==> config.mk <==
export PLATFORM = sky130hd
export DESIGN_NAME = rea_top
export DESIGN_NICKNAME = d
export VERILOG_FILES = /design/src/rea_top.v
export VERILOG_INCLUDE_DIRS = /design/src /design/src/src
export SDC_FILE = /design/constraint.sdc
export NUM_CORES = 1
export LEC_CHECK = 0
export BUFFER_PORTS_ARGS = -buffer_cell sky130_fd_sc_hd__buf_2
export CAP_MARGIN = 10
export CELL_PAD_IN_SITES_DETAIL_PLACEMENT = 2
export CELL_PAD_IN_SITES_GLOBAL_PLACEMENT = 2
export CORE_MARGIN = 5
export CORE_UTILIZATION = 36
export CTS_BUF_LIST = sky130_fd_sc_hd__clkbuf_8
export CTS_CLUSTER_DIAMETER = 30
export DETAILED_ROUTE_END_ITERATION = 16
export PLACE_DENSITY_LB_ADDON = 0.1
export SYNTH_ARGS = -nofsm -noshare
export SYNTH_HDL_FRONTEND = slang
export SYNTH_SLANG_ARGS = --single-unit
==> constraint.sdc <==
create_clock -name clk -period 72.5 [get_ports clk]
set_input_delay 10.875 -clock clk [delete_from_list [all_inputs] [get_ports clk]]
set_output_delay 10.875 -clock clk [all_outputs]
set_load 0.02 [all_outputs]
==> src/rea_defines.vh <==
// Register offsets, field positions, reset values and timing for the block
`ifndef REA_DEFINES_VH
`define REA_DEFINES_VH
// Register word indices (byte address = 4 * index)
`define REA_IDX_WAVSRC 8'h0D
`define REA_IDX_NLCFG 8'h0E
`define REA_IDX_ACCCFG 8'h0F
`define REA_IDX_IRQEN1 8'hD9
`define REA_IDX_IRQEN3 8'hDB
`define REA_IDX_IRQST1 8'hDC
`define REA_IDX_IRQST3 8'hDE
`define REA_IDX_REACTIVE_ENERGY_TOTAL 8'h40
`define REA_IDX_REACTIVE_ENERGY_DIVIDER 8'h41
`define REA_IDX_REACTIVE_ENERGY_READ_CLEAR 8'h42
`define REA_IDX_LINE_REACTIVE_ENERGY 8'h43
`define REA_IDX_HALF_CYCLE_COUNT 8'h44
// Field positions
`define REA_ACC_SIGNDIR 0
`define REA_ACC_SAVAR 1
`define REA_ACC_ABSVAR 2
`define REA_NL_LVL_LO 0
`define REA_NL_LVL_HI 1
`define REA_ST1_SIGN 0
`define REA_ST1_NOLOAD 1
`define REA_ST1_HALF 2
`define REA_ST1_OVF 3
`define REA_ST3_CYC 0
`define REA_EN3_WAVEFORM_SAMPLE_ENABLE 1
// Reset values
`define REA_RST8 8'h00
`define REA_RST_HALF_CYCLE_COUNT 16'hFFFF
// No-load thresholds in multiplier LSBs (full scale 2^24)
`define REA_NL_TH1 24'h000A11
`define REA_NL_TH2 24'h000509
`define REA_NL_TH3 24'h00026D
// Sample period: 5 master clocks
`define REA_SAMPLE_CLKS 3'h5
// Waveform rate: 25.6 kSPS base from 20 MHz
`define REA_WAV_BASE_NS 39062
`define REA_CLK_NS 50
`endif

==> src/rea_top.v <==
// Reactive energy accumulator with classic Wishbone register slave
`timescale 1ns/1ns
`include "rea_defines.vh"
// Behaviour
// - Reactive power sign positive for 0..+90 deg, negative for -90..0
// - Sign-direction bit clear: flag on positive-to-negative transition
// - Sign-direction bit set: flag on negative-to-positive transition
// - Sign-change interrupt pending while enabled until flag cleared
// - Below no-load threshold: no accumulation, no-load flag set
// - No-load interrupt pending while enabled until flag cleared
// - Level 00 off; 01,10,11 give 0.015, 0.0075, 0.0037 percent
// - Signed 49-bit hidden accumulator; upper 24 bits readable
// - One sample added every five master clock periods
// - Both mode bits clear: signed accumulation
// - Both mode bits set: absolute mode wins
// - Sign-steered mode: add when active positive, subtract when negative
// - Absolute mode: add magnitude, skip below active no-load
// - Divide by 8-bit divider; zero means divide by one
// - Read-clear register returns value, then clears upper 24 bits
// - Energy register wraps both directions and keeps counting
// - Half-full and overflow interrupts when enabled
// - Active-low pulse output proportional to power, mode honoured
// - Waveform samples at 25.6, 12.8, 6.4 or 3.2 kSPS
// - Line-cycle accumulation over programmed half cycles, zero-synced
// - Cycle end: flag, restart, overwrite line energy register
// - Count write clears line energy; start at next zero crossing
// - Half-cycle count is unsigned 16 bits
module rea_top #(
  parameter PULSE_SHIFT = 20,
  parameter PULSE_LOW_CLKS = 16'd1000
) (
  input wire clk,
  input wire rst_n,
  input wire wb_cyc_i,
  input wire wb_stb_i,
  input wire wb_we_i,
  input wire [9:0] wb_adr_i,
  input wire [3:0] wb_sel_i,
  input wire [31:0] wb_dat_i,
  output reg [31:0] wb_dat_o,
  output wire wb_ack_o,
  input wire signed [23:0] reactive_power,
  input wire active_negative,
  input wire active_no_load,
  input wire voltage_zero_cross,
  output reg signed [23:0] waveform_sample_ff,
  output reg waveform_valid_ff,
  output wire calibration_pulse_out_n,
  output wire irq
);

  // ----------------------------------------------------------------
  // Wishbone slave
  // ----------------------------------------------------------------
  reg ack_ff;
  // Registered ack: one cycle per taken request
  wire req = wb_cyc_i & wb_stb_i & ~ack_ff;
  wire [7:0] idx = wb_adr_i[9:2];
  wire wr = req & wb_we_i & wb_sel_i[0];
  wire rd = req & ~wb_we_i;
  assign wb_ack_o = ack_ff;

  always @(posedge clk or negedge rst_n)
  begin
    if (!rst_n)
      ack_ff <= 1'b0;
    else
      ack_ff <= req;
  end

  reg [7:0] wavsrc_ff;
  reg [7:0] nlcfg_ff;
  reg [7:0] acccfg_ff;
  reg [7:0] irqen1_ff;
  reg [7:0] irqen3_ff;
  reg [7:0] reactive_energy_divider_ff;
  reg [15:0] half_cycle_count_ff;

  always @(posedge clk or negedge rst_n)
  begin
    if (!rst_n)
    begin
      wavsrc_ff <= `REA_RST8;
      nlcfg_ff <= `REA_RST8;
      acccfg_ff <= `REA_RST8;
      irqen1_ff <= `REA_RST8;
      irqen3_ff <= `REA_RST8;
      reactive_energy_divider_ff <= `REA_RST8;
      half_cycle_count_ff <= `REA_RST_HALF_CYCLE_COUNT;
    end
    else if (wr)
    begin
      case (idx)
        `REA_IDX_WAVSRC: wavsrc_ff <= wb_dat_i[7:0];
        `REA_IDX_NLCFG: nlcfg_ff <= wb_dat_i[7:0];
        `REA_IDX_ACCCFG: acccfg_ff <= wb_dat_i[7:0];
        `REA_IDX_IRQEN1: irqen1_ff <= wb_dat_i[7:0];
        `REA_IDX_IRQEN3: irqen3_ff <= wb_dat_i[7:0];
        `REA_IDX_REACTIVE_ENERGY_DIVIDER: reactive_energy_divider_ff <= wb_dat_i[7:0];
        `REA_IDX_HALF_CYCLE_COUNT:
        begin
          half_cycle_count_ff[7:0] <= wb_dat_i[7:0];
          if (wb_sel_i[1])
            half_cycle_count_ff[15:8] <= wb_dat_i[15:8];
        end
        default: ;
      endcase
    end
  end

  wire sign_dir = acccfg_ff[`REA_ACC_SIGNDIR];
  wire abs_mode = acccfg_ff[`REA_ACC_ABSVAR];
  wire sav_mode = acccfg_ff[`REA_ACC_SAVAR] & ~abs_mode;
  wire [1:0] nl_lvl = nlcfg_ff[`REA_NL_LVL_HI:`REA_NL_LVL_LO];
  wire half_cycle_count_wr = wr & (idx == `REA_IDX_HALF_CYCLE_COUNT);
  wire rclr_rd = rd & (idx == `REA_IDX_REACTIVE_ENERGY_READ_CLEAR);

  // ----------------------------------------------------------------
  // Sample timing, sign, no-load
  // ----------------------------------------------------------------
  reg [2:0] tick_cnt_ff;
  wire tick = (tick_cnt_ff == `REA_SAMPLE_CLKS - 3'h1);

  always @(posedge clk or negedge rst_n)
  begin
    if (!rst_n)
      tick_cnt_ff <= 3'h0;
    else
      tick_cnt_ff <= tick ? 3'h0 : tick_cnt_ff + 3'h1;
  end

  // Sign taken straight from the signed power value
  wire neg_now = reactive_power[23];
  wire [23:0] mag = neg_now ? (~reactive_power + 24'h000001) :
    reactive_power;
  reg [23:0] nl_th;
  always @*
  begin
    case (nl_lvl)
      2'b01: nl_th = `REA_NL_TH1;
      2'b10: nl_th = `REA_NL_TH2;
      2'b11: nl_th = `REA_NL_TH3;
      default: nl_th = 24'h000000;
    endcase
  end
  wire no_load = (nl_lvl != 2'b00) & (mag < nl_th);

  // Sign history only moves on loaded samples
  reg neg_prev_ff;
  reg sign_seen_ff;
  always @(posedge clk or negedge rst_n)
  begin
    if (!rst_n)
    begin
      neg_prev_ff <= 1'b0;
      sign_seen_ff <= 1'b0;
    end
    else if (tick & ~no_load)
    begin
      neg_prev_ff <= neg_now;
      sign_seen_ff <= 1'b1;
    end
  end
  wire sign_evt = tick & ~no_load & sign_seen_ff &
    (sign_dir ? (neg_prev_ff & ~neg_now)
              : (~neg_prev_ff & neg_now));

  // ----------------------------------------------------------------
  // Signed increment, divide, accumulate
  // ----------------------------------------------------------------
  reg signed [24:0] inc;
  always @*
  begin
    if (abs_mode)
      inc = active_no_load ? 25'sd0 : {1'b0, mag};
    else if (sav_mode)
      inc = active_negative ? -{reactive_power[23], reactive_power}
                            : {reactive_power[23], reactive_power};
    else
      inc = {reactive_power[23], reactive_power};
  end
  wire [7:0] div = (reactive_energy_divider_ff == 8'h00) ? 8'h01 : reactive_energy_divider_ff;
  wire signed [24:0] inc_div = inc / $signed({1'b0, div});
  wire add_en = tick & ~no_load;
  wire signed [48:0] inc_ext = {{24{inc_div[24]}}, inc_div};

  reg signed [48:0] acc_ff;
  wire signed [48:0] acc_sum = acc_ff + inc_ext;
  wire [23:0] acc_hi = acc_ff[48:25];
  wire [23:0] sum_hi = acc_sum[48:25];
  always @(posedge clk or negedge rst_n)
  begin
    if (!rst_n)
      acc_ff <= 49'sd0;
    else if (rclr_rd)
      acc_ff <= {24'h000000, acc_ff[24:0]};
    else if (add_en)
      acc_ff <= acc_sum;
  end
  // Wrap: top bit flips while the increment pushes
  // in the direction of the old sign
  wire ovf_real = add_en & (acc_hi[23] ^ sum_hi[23]) &
    (inc_div[24] ? acc_hi[23] : ~acc_hi[23]);
  // Half full: magnitude crosses bit 22 in either sign
  wire half_evt = add_en & ((~acc_hi[23] & ~acc_hi[22] & sum_hi[22] &
    ~sum_hi[23]) | (acc_hi[23] & acc_hi[22] & ~sum_hi[22] & sum_hi[23]));

  // ----------------------------------------------------------------
  // Pulse output
  // ----------------------------------------------------------------
  // One carry out of PULSE_SHIFT bits gives one pulse
  reg [PULSE_SHIFT:0] pacc_ff;
  reg [15:0] plow_ff;
  // Magnitude of the mode-steered increment
  wire [24:0] pmag = inc[24] ? -inc : inc;
  wire [PULSE_SHIFT+24:0] pnext = {24'h000000, pacc_ff} +
    {{PULSE_SHIFT{1'b0}}, pmag};
  wire pcarry = |pnext[PULSE_SHIFT+24:PULSE_SHIFT];
  // A carry while the pulse is still low is dropped, not stretched
  wire pfire = add_en & pcarry & (plow_ff == 16'h0000);
  always @(posedge clk or negedge rst_n)
  begin
    if (!rst_n)
    begin
      pacc_ff <= {(PULSE_SHIFT+1){1'b0}};
      plow_ff <= 16'h0000;
    end
    else
    begin
      if (add_en)
        pacc_ff <= {1'b0, pnext[PULSE_SHIFT-1:0]};
      if (pfire)
        plow_ff <= PULSE_LOW_CLKS;
      else if (plow_ff != 16'h0000)
        plow_ff <= plow_ff - 16'h0001;
    end
  end
  assign calibration_pulse_out_n = (plow_ff == 16'h0000);

  // ----------------------------------------------------------------
  // Waveform sampling
  // ----------------------------------------------------------------
  localparam [15:0] WAV_CLKS = `REA_WAV_BASE_NS / `REA_CLK_NS;
  reg [18:0] wav_cnt_ff;
  wire [18:0] wav_lim = {3'b000, WAV_CLKS} << wavsrc_ff[6:5];
  wire wav_sel = (wavsrc_ff[4:2] == 3'h0) &
    irqen3_ff[`REA_EN3_WAVEFORM_SAMPLE_ENABLE];
  always @(posedge clk or negedge rst_n)
  begin
    if (!rst_n)
    begin
      wav_cnt_ff <= 19'h00000;
      waveform_sample_ff <= 24'sd0;
      waveform_valid_ff <= 1'b0;
    end
    else
    begin
      waveform_valid_ff <= 1'b0;
      if (!wav_sel)
        wav_cnt_ff <= 19'h00000;
      else if (wav_cnt_ff >= wav_lim - 19'h00001)
      begin
        wav_cnt_ff <= 19'h00000;
        waveform_sample_ff <= reactive_power;
        waveform_valid_ff <= 1'b1;
      end
      else
        wav_cnt_ff <= wav_cnt_ff + 19'h00001;
    end
  end

  // ----------------------------------------------------------------
  // Line-cycle accumulation
  // ----------------------------------------------------------------
  reg lc_run_ff;
  reg [15:0] hc_cnt_ff;
  reg signed [48:0] lacc_ff;
  reg [23:0] line_reactive_energy_ff;
  // Line sum including the sample of the closing cycle
  wire signed [48:0] lsum = lacc_ff + inc_ext;
  // Next period starts in the same cycle as cycle end
  wire hc_end = lc_run_ff & voltage_zero_cross &
    (hc_cnt_ff + 16'h0001 >= half_cycle_count_ff);
  always @(posedge clk or negedge rst_n)
  begin
    if (!rst_n)
    begin
      lc_run_ff <= 1'b0;
      hc_cnt_ff <= 16'h0000;
      lacc_ff <= 49'sd0;
      line_reactive_energy_ff <= 24'h000000;
    end
    else if (half_cycle_count_wr)
    begin
      lc_run_ff <= 1'b0;
      hc_cnt_ff <= 16'h0000;
      lacc_ff <= 49'sd0;
      line_reactive_energy_ff <= 24'h000000;
    end
    else if (!lc_run_ff)
    begin
      if (voltage_zero_cross)
        lc_run_ff <= 1'b1;
    end
    else if (hc_end)
    begin
      hc_cnt_ff <= 16'h0000;
      line_reactive_energy_ff <= add_en ? lsum[48:25] : lacc_ff[48:25];
      lacc_ff <= 49'sd0;
    end
    else
    begin
      if (voltage_zero_cross)
        hc_cnt_ff <= hc_cnt_ff + 16'h0001;
      if (add_en)
        lacc_ff <= lacc_ff + inc_ext;
    end
  end

  // ----------------------------------------------------------------
  // Status flags and interrupt; set wins over clear
  // ----------------------------------------------------------------
  reg [7:0] st1_ff;
  reg [7:0] st3_ff;
  wire [7:0] set1 = {4'h0, ovf_real, half_evt, no_load & tick, sign_evt};
  wire [7:0] set3 = {7'h00, hc_end};
  wire [7:0] clr1 = (wr & idx == `REA_IDX_IRQST1) ? wb_dat_i[7:0] : 8'h00;
  wire [7:0] clr3 = (wr & idx == `REA_IDX_IRQST3) ? wb_dat_i[7:0] : 8'h00;
  always @(posedge clk or negedge rst_n)
  begin
    if (!rst_n)
    begin
      st1_ff <= `REA_RST8;
      st3_ff <= `REA_RST8;
    end
    else
    begin
      st1_ff <= (st1_ff & ~clr1) | set1;
      st3_ff <= (st3_ff & ~clr3) | set3;
    end
  end
  // Waveform enable bit is not an interrupt enable
  assign irq = |(st1_ff & irqen1_ff) | |(st3_ff & irqen3_ff &
    8'hFD);

  // ----------------------------------------------------------------
  // Read data
  // ----------------------------------------------------------------
  always @(posedge clk or negedge rst_n)
  begin
    if (!rst_n)
      wb_dat_o <= 32'h00000000;
    else if (rd)
    begin
      case (idx)
        `REA_IDX_WAVSRC: wb_dat_o <= {24'h000000, wavsrc_ff};
        `REA_IDX_NLCFG: wb_dat_o <= {24'h000000, nlcfg_ff};
        `REA_IDX_ACCCFG: wb_dat_o <= {24'h000000, acccfg_ff};
        `REA_IDX_IRQEN1: wb_dat_o <= {24'h000000, irqen1_ff};
        `REA_IDX_IRQEN3: wb_dat_o <= {24'h000000, irqen3_ff};
        `REA_IDX_IRQST1: wb_dat_o <= {24'h000000, st1_ff};
        `REA_IDX_IRQST3: wb_dat_o <= {24'h000000, st3_ff};
        `REA_IDX_REACTIVE_ENERGY_TOTAL: wb_dat_o <= {8'h00, acc_hi};
        `REA_IDX_REACTIVE_ENERGY_READ_CLEAR: wb_dat_o <= {8'h00, acc_hi};
        `REA_IDX_REACTIVE_ENERGY_DIVIDER: wb_dat_o <= {24'h000000, reactive_energy_divider_ff};
        `REA_IDX_LINE_REACTIVE_ENERGY: wb_dat_o <= {8'h00, line_reactive_energy_ff};
        `REA_IDX_HALF_CYCLE_COUNT: wb_dat_o <= {16'h0000, half_cycle_count_ff};
        default: wb_dat_o <= 32'h00000000;
      endcase
    end
  end

endmodule // rea_top

==> flow_summary.rst, run 1 <==
.. list-table::
   :header-rows: 1

   * - Metric
     - Value
   * - Run status
     - stopped before the end
   * - Failing step
     - clock tree synthesis (4_1_cts)
   * - First error
     - [ERROR DPL-0033] detailed placement checks failed during check placement.
   * - Simple-gate portion of the synthesized area
     - 22.8%
   * - Biggest area consumer among synthesized cells
     - sky130_fd_sc_hd__dfrtp_1
   * - Multiplexer area fraction after synthesis
     - 4.35%
   * - Share of flip-flops with an asynchronous set or reset after synthesis
     - 100%
   * - Post-CTS setup repair buffer count
     - 231
   * - Hold_buf cts
     - 0
   * - Top post-synthesis cells by area
     - sky130_fd_sc_hd__dfrtp_1 (22%), sky130_fd_sc_hd__ha_1 (12%), sky130_fd_sc_hd__nand2_1 (5.6%)
   * - Most common flop cell mapped by yosys
     - sky130_fd_sc_hd__dfrtp_1
   * - Share of the synthesized netlist area taken by xor and xnor gates
     - 6.63%
   * - Number of buffers created by CTS
     - 102
   * - Library cell with the highest instance count after synthesis
     - sky130_fd_sc_hd__nand2_1
   * - Number of primary I/O pins
     - 138
   * - HPWL reported at the end of detailed placement
     - 125 mm
   * - Num rows
     - 114
   * - Final RePlAce weighted congestion
     - 0.901
   * - Combinational family with the most area after synthesis
     - compound AO/OA/AOI/OAI gates
   * - Mean area per synthesized cell
     - 7.94 sq um
   * - Number of distinct standard cells referenced by the synthesized netlist
     - 118
   * - Clock buffer depth
     - 3
   * - Yosys warning count
     - 0
   * - Adder-cell area share of the yosys netlist
     - 12.3%
   * - Count of flip-flops with a built-in enable after synthesis
     - 0
   * - Compound-gate portion of the synthesized area
     - 26.5%
   * - Die Span X
     - 322 um
   * - CTS Sinks
     - 329
   * - Proportion of netlist area held by the largest area contributor
     - 22.4%
   * - Synthesis-stage register bit count
     - 329
   * - Resized Gates After CTS
     - 295
   * - # H-tree levels
     - 3
   * - Initial standard-cell utilization of the core
     - 36.2%
   * - CTS root buffer
     - sky130_fd_sc_hd__clkbuf_8
   * - List of most frequent post-synthesis cells
     - sky130_fd_sc_hd__nand2_1 (521), sky130_fd_sc_hd__nor2_1 (374), sky130_fd_sc_hd__ha_1 (338)
   * - Vertical extent of the die
     - 322 um
   * - Syn Inst Count
     - 4409
   * - Share of the yosys chip area belonging to registers
     - 23.6%
   * - Post-Syn Area
     - 35000 sq um
   * - Port Buf Inserts
     - 109
[kinds of logic after synthesis]
group | after synthesis
AOI/OAI and AO/OA | 1354
buffers and inverters | 340
xor gates and xnor gates | 265
muxes | 141
other | 2
adders and majority gates | 343
and+or+nand+nor | 1635
DFF | 329
[per-stage QoR]
step | worst slack [ns] | util (%) | area (sq um) | instances
floorplan | 0.00742 | - | 35900 | 4418
global placement | -2.18 | 46.2 | 44700 | 6614
detailed placement | -5.71 | 46.2 | 44700 | 6614
==> run 2, diff against run 1 <==
==> config.mk (replaced) <==
export PLATFORM = sky130hd
export DESIGN_NAME = rea_top
export DESIGN_NICKNAME = d
export VERILOG_FILES = /design/src/rea_top.v
export VERILOG_INCLUDE_DIRS = /design/src /design/src/src
export SDC_FILE = /design/constraint.sdc
export NUM_CORES = 1
export LEC_CHECK = 0
export BUFFER_PORTS_ARGS = -buffer_cell sky130_fd_sc_hd__buf_2
export CAP_MARGIN = 10
export CORE_MARGIN = 5
export CORE_UTILIZATION = 40
export DETAILED_ROUTE_END_ITERATION = 16
export PLACE_DENSITY_LB_ADDON = 0.15
export SYNTH_ARGS = -nofsm -noshare
export SYNTH_HDL_FRONTEND = slang
export SYNTH_SLANG_ARGS = --single-unit
==> constraint.sdc (replaced) <==
create_clock -name clk -period 94.2 [get_ports clk]
set_input_delay 14.13 -clock clk [delete_from_list [all_inputs] [get_ports clk]]
set_output_delay 14.13 -clock clk [all_outputs]
set_load 0.02 [all_outputs]
==> run 2 against run 1 <==
- the run now ends clean
- synthesized cell count is the same
- area after synthesis stayed put
==> flow_summary.rst, run 2 <==
.. list-table::
   :header-rows: 1

   * - Metric
     - Value
   * - Run status
     - finished clean
   * - Largest driver fanout on the critical path
     - 17
   * - Metal2 WL
     - 45.8 mm
   * - Slew Viols, Final
     - 0
   * - Routed wire length
     - 108 mm
   * - Clock latency reported for the late side of the worst-skew pair
     - 0.62 ns
   * - Port Buf Inserts
     - 109 (unchanged)
   * - Initial antenna violation count
     - 1
   * - Leading cell types in the layout, fill and taps excluded
     - sky130_fd_sc_hd__nand2_1 (520), sky130_fd_sc_hd__nor2_1 (370), sky130_fd_sc_hd__ha_1 (338), sky130_fd_sc_hd__dfrtp_1 (313), sky130_fd_sc_hd__o21ai_0 (302)
   * - Worst reg2reg setup slack
     - 19.46 ns
   * - DRT met1 WL
     - 52.6 mm
   * - Hold Path Stages
     - 1
   * - Count of max-cap constraint violations
     - 0
   * - Startpoint kind of the worst setup timing path
     - primary input
   * - Share of the yosys chip area belonging to registers
     - 23.6% (unchanged)
   * - Number of vias after detailed routing
     - 33585
   * - TritonCTS clock tree
     - yes
   * - Tightest slew margin relative to the limit
     - 19.9%
   * - Largest clock skew in the final design
     - 0.0598 ns
   * - # H-tree levels
     - 2 (-1)
   * - Library cell with the highest instance count after synthesis
     - sky130_fd_sc_hd__nand2_1
   * - Final cycle utilization of the critical path
     - 93.6%
   * - Via/cell ratio
     - 5.79
   * - Overflow left after global routing
     - 0
   * - Startpoint of the lowest-slack hold path
     - tick_cnt_ff[0]$_DFF_PN0_
   * - Relative area change from synthesis to final layout
     - 13.0%
   * - Met3 Routed Length
     - 6.63 mm
   * - Number of primary I/O pins
     - 138 (unchanged)
   * - Critical Path RT
     - 94.74 ns
   * - CTS root buffer
     - sky130_fd_sc_hd__clkbuf_16
   * - Number of nets with antenna violations after routing
     - 0
   * - Vertical extent of the die
     - 306 um (-5.0%)
   * - Core region area
     - 86800 sq um
   * - Number of DRC violations after detailed routing
     - 0
   * - Slowest cell delay on critical path
     - 0.60 ns
   * - Pin slew with the least headroom to its limit
     - 1.20 ns
   * - Setup repair after global routing missed its margin
     - false
   * - Count of cells along the worst register-to-register path
     - 345
   * - Highest routed metal layer
     - met4
   * - Synthesis-stage register bit count
     - 329 (unchanged)
   * - Share of flip-flops with an asynchronous set or reset after synthesis
     - 100% (unchanged)
   * - Die Span X
     - 306 um (-5.0%)
   * - Number of buffers created by CTS
     - 44 (-57%)
   * - Top post-synthesis cells by area
     - sky130_fd_sc_hd__dfrtp_1 (22%), sky130_fd_sc_hd__ha_1 (12%), sky130_fd_sc_hd__nand2_1 (5.6%)
   * - Path type of the worst setup path
     - in -> reg
   * - Clock buffer depth
     - 3 (unchanged)
   * - Most frequent cell on the critical path
     - sky130_fd_sc_hd__o21a_1
   * - Wire length per cell after detailed routing
     - 18.6 um
   * - Sum of negative setup slack
     - 0 ns
   * - Hold violation total from the final report
     - 0
   * - Yosys warning count
     - 0 (unchanged)
   * - Biggest area consumer among synthesized cells
     - sky130_fd_sc_hd__dfrtp_1
   * - Clock period minus final worst setup slack
     - 88.18 ns
   * - Reg-to-reg critical path startpoint
     - acccfg_ff[2]$_DFFE_PN0P_
   * - HPWL reported at the end of detailed placement
     - 82.2 mm (-34%)
   * - Most common flop cell mapped by yosys
     - sky130_fd_sc_hd__dfrtp_1
   * - Hold Path Class
     - reg -> reg
   * - Initial standard-cell utilization of the core
     - 40.3% (+4.1 points)
   * - Proportion of netlist area held by the largest area contributor
     - 22.4% (unchanged)
   * - Arrival time of the worst setup path
     - 88.72 ns
   * - Count of flip-flops with a built-in enable after synthesis
     - 0 (unchanged)
   * - Clock-pin transition on the worst setup and hold timing paths
     - 0.06 ns
   * - Critical R2R Capture
     - acc_ff[48]$_DFFE_PN0P_
   * - Post-Syn Area
     - 35000 sq um (unchanged)
   * - Full die area
     - 93500 sq um
   * - Global-route wire length before repair
     - 172 mm
   * - Largest registers in the final layout
     - acc_ff: 49 flops, lacc_ff: 49 flops
   * - Number of distinct standard cells referenced by the synthesized netlist
     - 118 (unchanged)
   * - Most common library cell in the layout ignoring fill and taps
     - sky130_fd_sc_hd__nand2_1
   * - Hold Crit Endpoint
     - tick_cnt_ff[0]$_DFF_PN0_
   * - Maximum achievable frequency
     - 11.3 MHz
   * - Final-report setup violation count
     - 0
   * - Initial DRC count
     - 2820
   * - CTS Sinks
     - 329 (unchanged)
   * - Num rows
     - 108 (-5.3%)
   * - Critical-path top delay cell
     - sky130_fd_sc_hd__or4_1
   * - CP endpoint kind
     - register
   * - Largest net degree at the start of global routing
     - 92
   * - Nets@finish
     - 5029
   * - DR pass1 iterations
     - 8
   * - Proportion of layout cells with a drive suffix above 1
     - 13.3%
   * - Mean area per synthesized cell
     - 7.94 sq um (unchanged)
   * - List of most frequent post-synthesis cells
     - sky130_fd_sc_hd__nand2_1 (521), sky130_fd_sc_hd__nor2_1 (374), sky130_fd_sc_hd__ha_1 (338)
   * - Total track usage
     - 22.0%
   * - Vias in the first global route
     - 31392
   * - Final RePlAce weighted congestion
     - 0.909 (+0.94%)
   * - Syn Inst Count
     - 4409 (unchanged)
run 2: per-layer routing:
metal | up-vias | GRT usage, %
met3 | 124 | 3.54
met1 | 15855 | 32.1
met2 | 822 | 34.0
met4 | 0 | 5.60
met5 | - | 0
li1 | 16784 | -
run 2: how the worst max path moves through the flow:
stage                            startpoint                     end  slack [ns]  depth (start not counted)
final                     reactive_power[0]  acc_ff[48]$_DFFE_PN0P_        6.02                        347
after global routing      reactive_power[3]  acc_ff[48]$_DFFE_PN0P_        0.05                        355
after CTS                 reactive_power[0]  acc_ff[48]$_DFFE_PN0P_        3.59                        338
after detailed placement  reactive_power[0]  acc_ff[48]$_DFFE_PN0P_        3.27                        337
after global placement    reactive_power[0]  acc_ff[48]$_DFFE_PN0P_        3.55                        337
after floorplan           reactive_power[2]     st1_ff[2]$_DFF_PN0_       12.30                        360
run 2: critical path: cells and delay by family:
| family | cells | cell delay (ns) |
|---|---|---|
| muxes | 6 | 2.24 |
| buffers and inverters | 28 | 4.56 |
| and+or+nand+nor | 80 | 17.33 |
| AOI/OAI and AO/OA | 203 | 41.56 |
| adders and majority gates | 28 | 8.38 |
| xor gates and xnor gates | 2 | 0.38 |
run 2: through the flow:
stage	std cells	setup WS, ns	util [%]	area [sq um]	hold WS, ns
after detailed placement	5714	3.27	43.7	37900	0.456
after global placement	5714	3.55	43.7	37900	0.452
after global routing	5801	0.0529	45.6	39600	0.487
after floorplan	4418	12.30	-	35000	0.427
after CTS	5795	3.59	45.4	39400	0.465
final	5801	6.02	45.6	39600	0.459
run 2: layout make-up:
class,instances,area [sq um]
timing repair buffer,319,2130
multi-input combinational,3749,25600
tap,1155,1450
inverter,167,628
clock inverter,20,289
clock buffer,61,1220
fill,8732,47200
antenna,1,2.50
sequential,329,8250
run 2: timing repair:
item                                    4_1_cts  5_1_grt
buffers inserted                              0        4
hold buffers                                  0        0
endpoints found under the setup margin        0       67
endpoints found under the hold margin         0        0
gates resized for setup                       0       21
run 2: logic make-up (layout without fill, tap and decap cells):
kind of cell / count (synthesis) / after routing / share of synthesized area [%]
xor gates and xnor gates: 265 / 265 / 6.63
DFF: 329 / 329 / 23.6
buffers and inverters: 340 / 567 / 3.85
muxes: 141 / 141 / 4.35
adders and majority gates: 343 / 343 / 12.3
other: 2 / 12 / 0.0215
AOI/OAI and AO/OA: 1354 / 1354 / 26.5
and+or+nand+nor: 1635 / 1635 / 22.8
Power of run 2 is left out: the tool's default activity adds up to more than one toggle a clock period on the data nets, which glitch-free logic cannot reach.
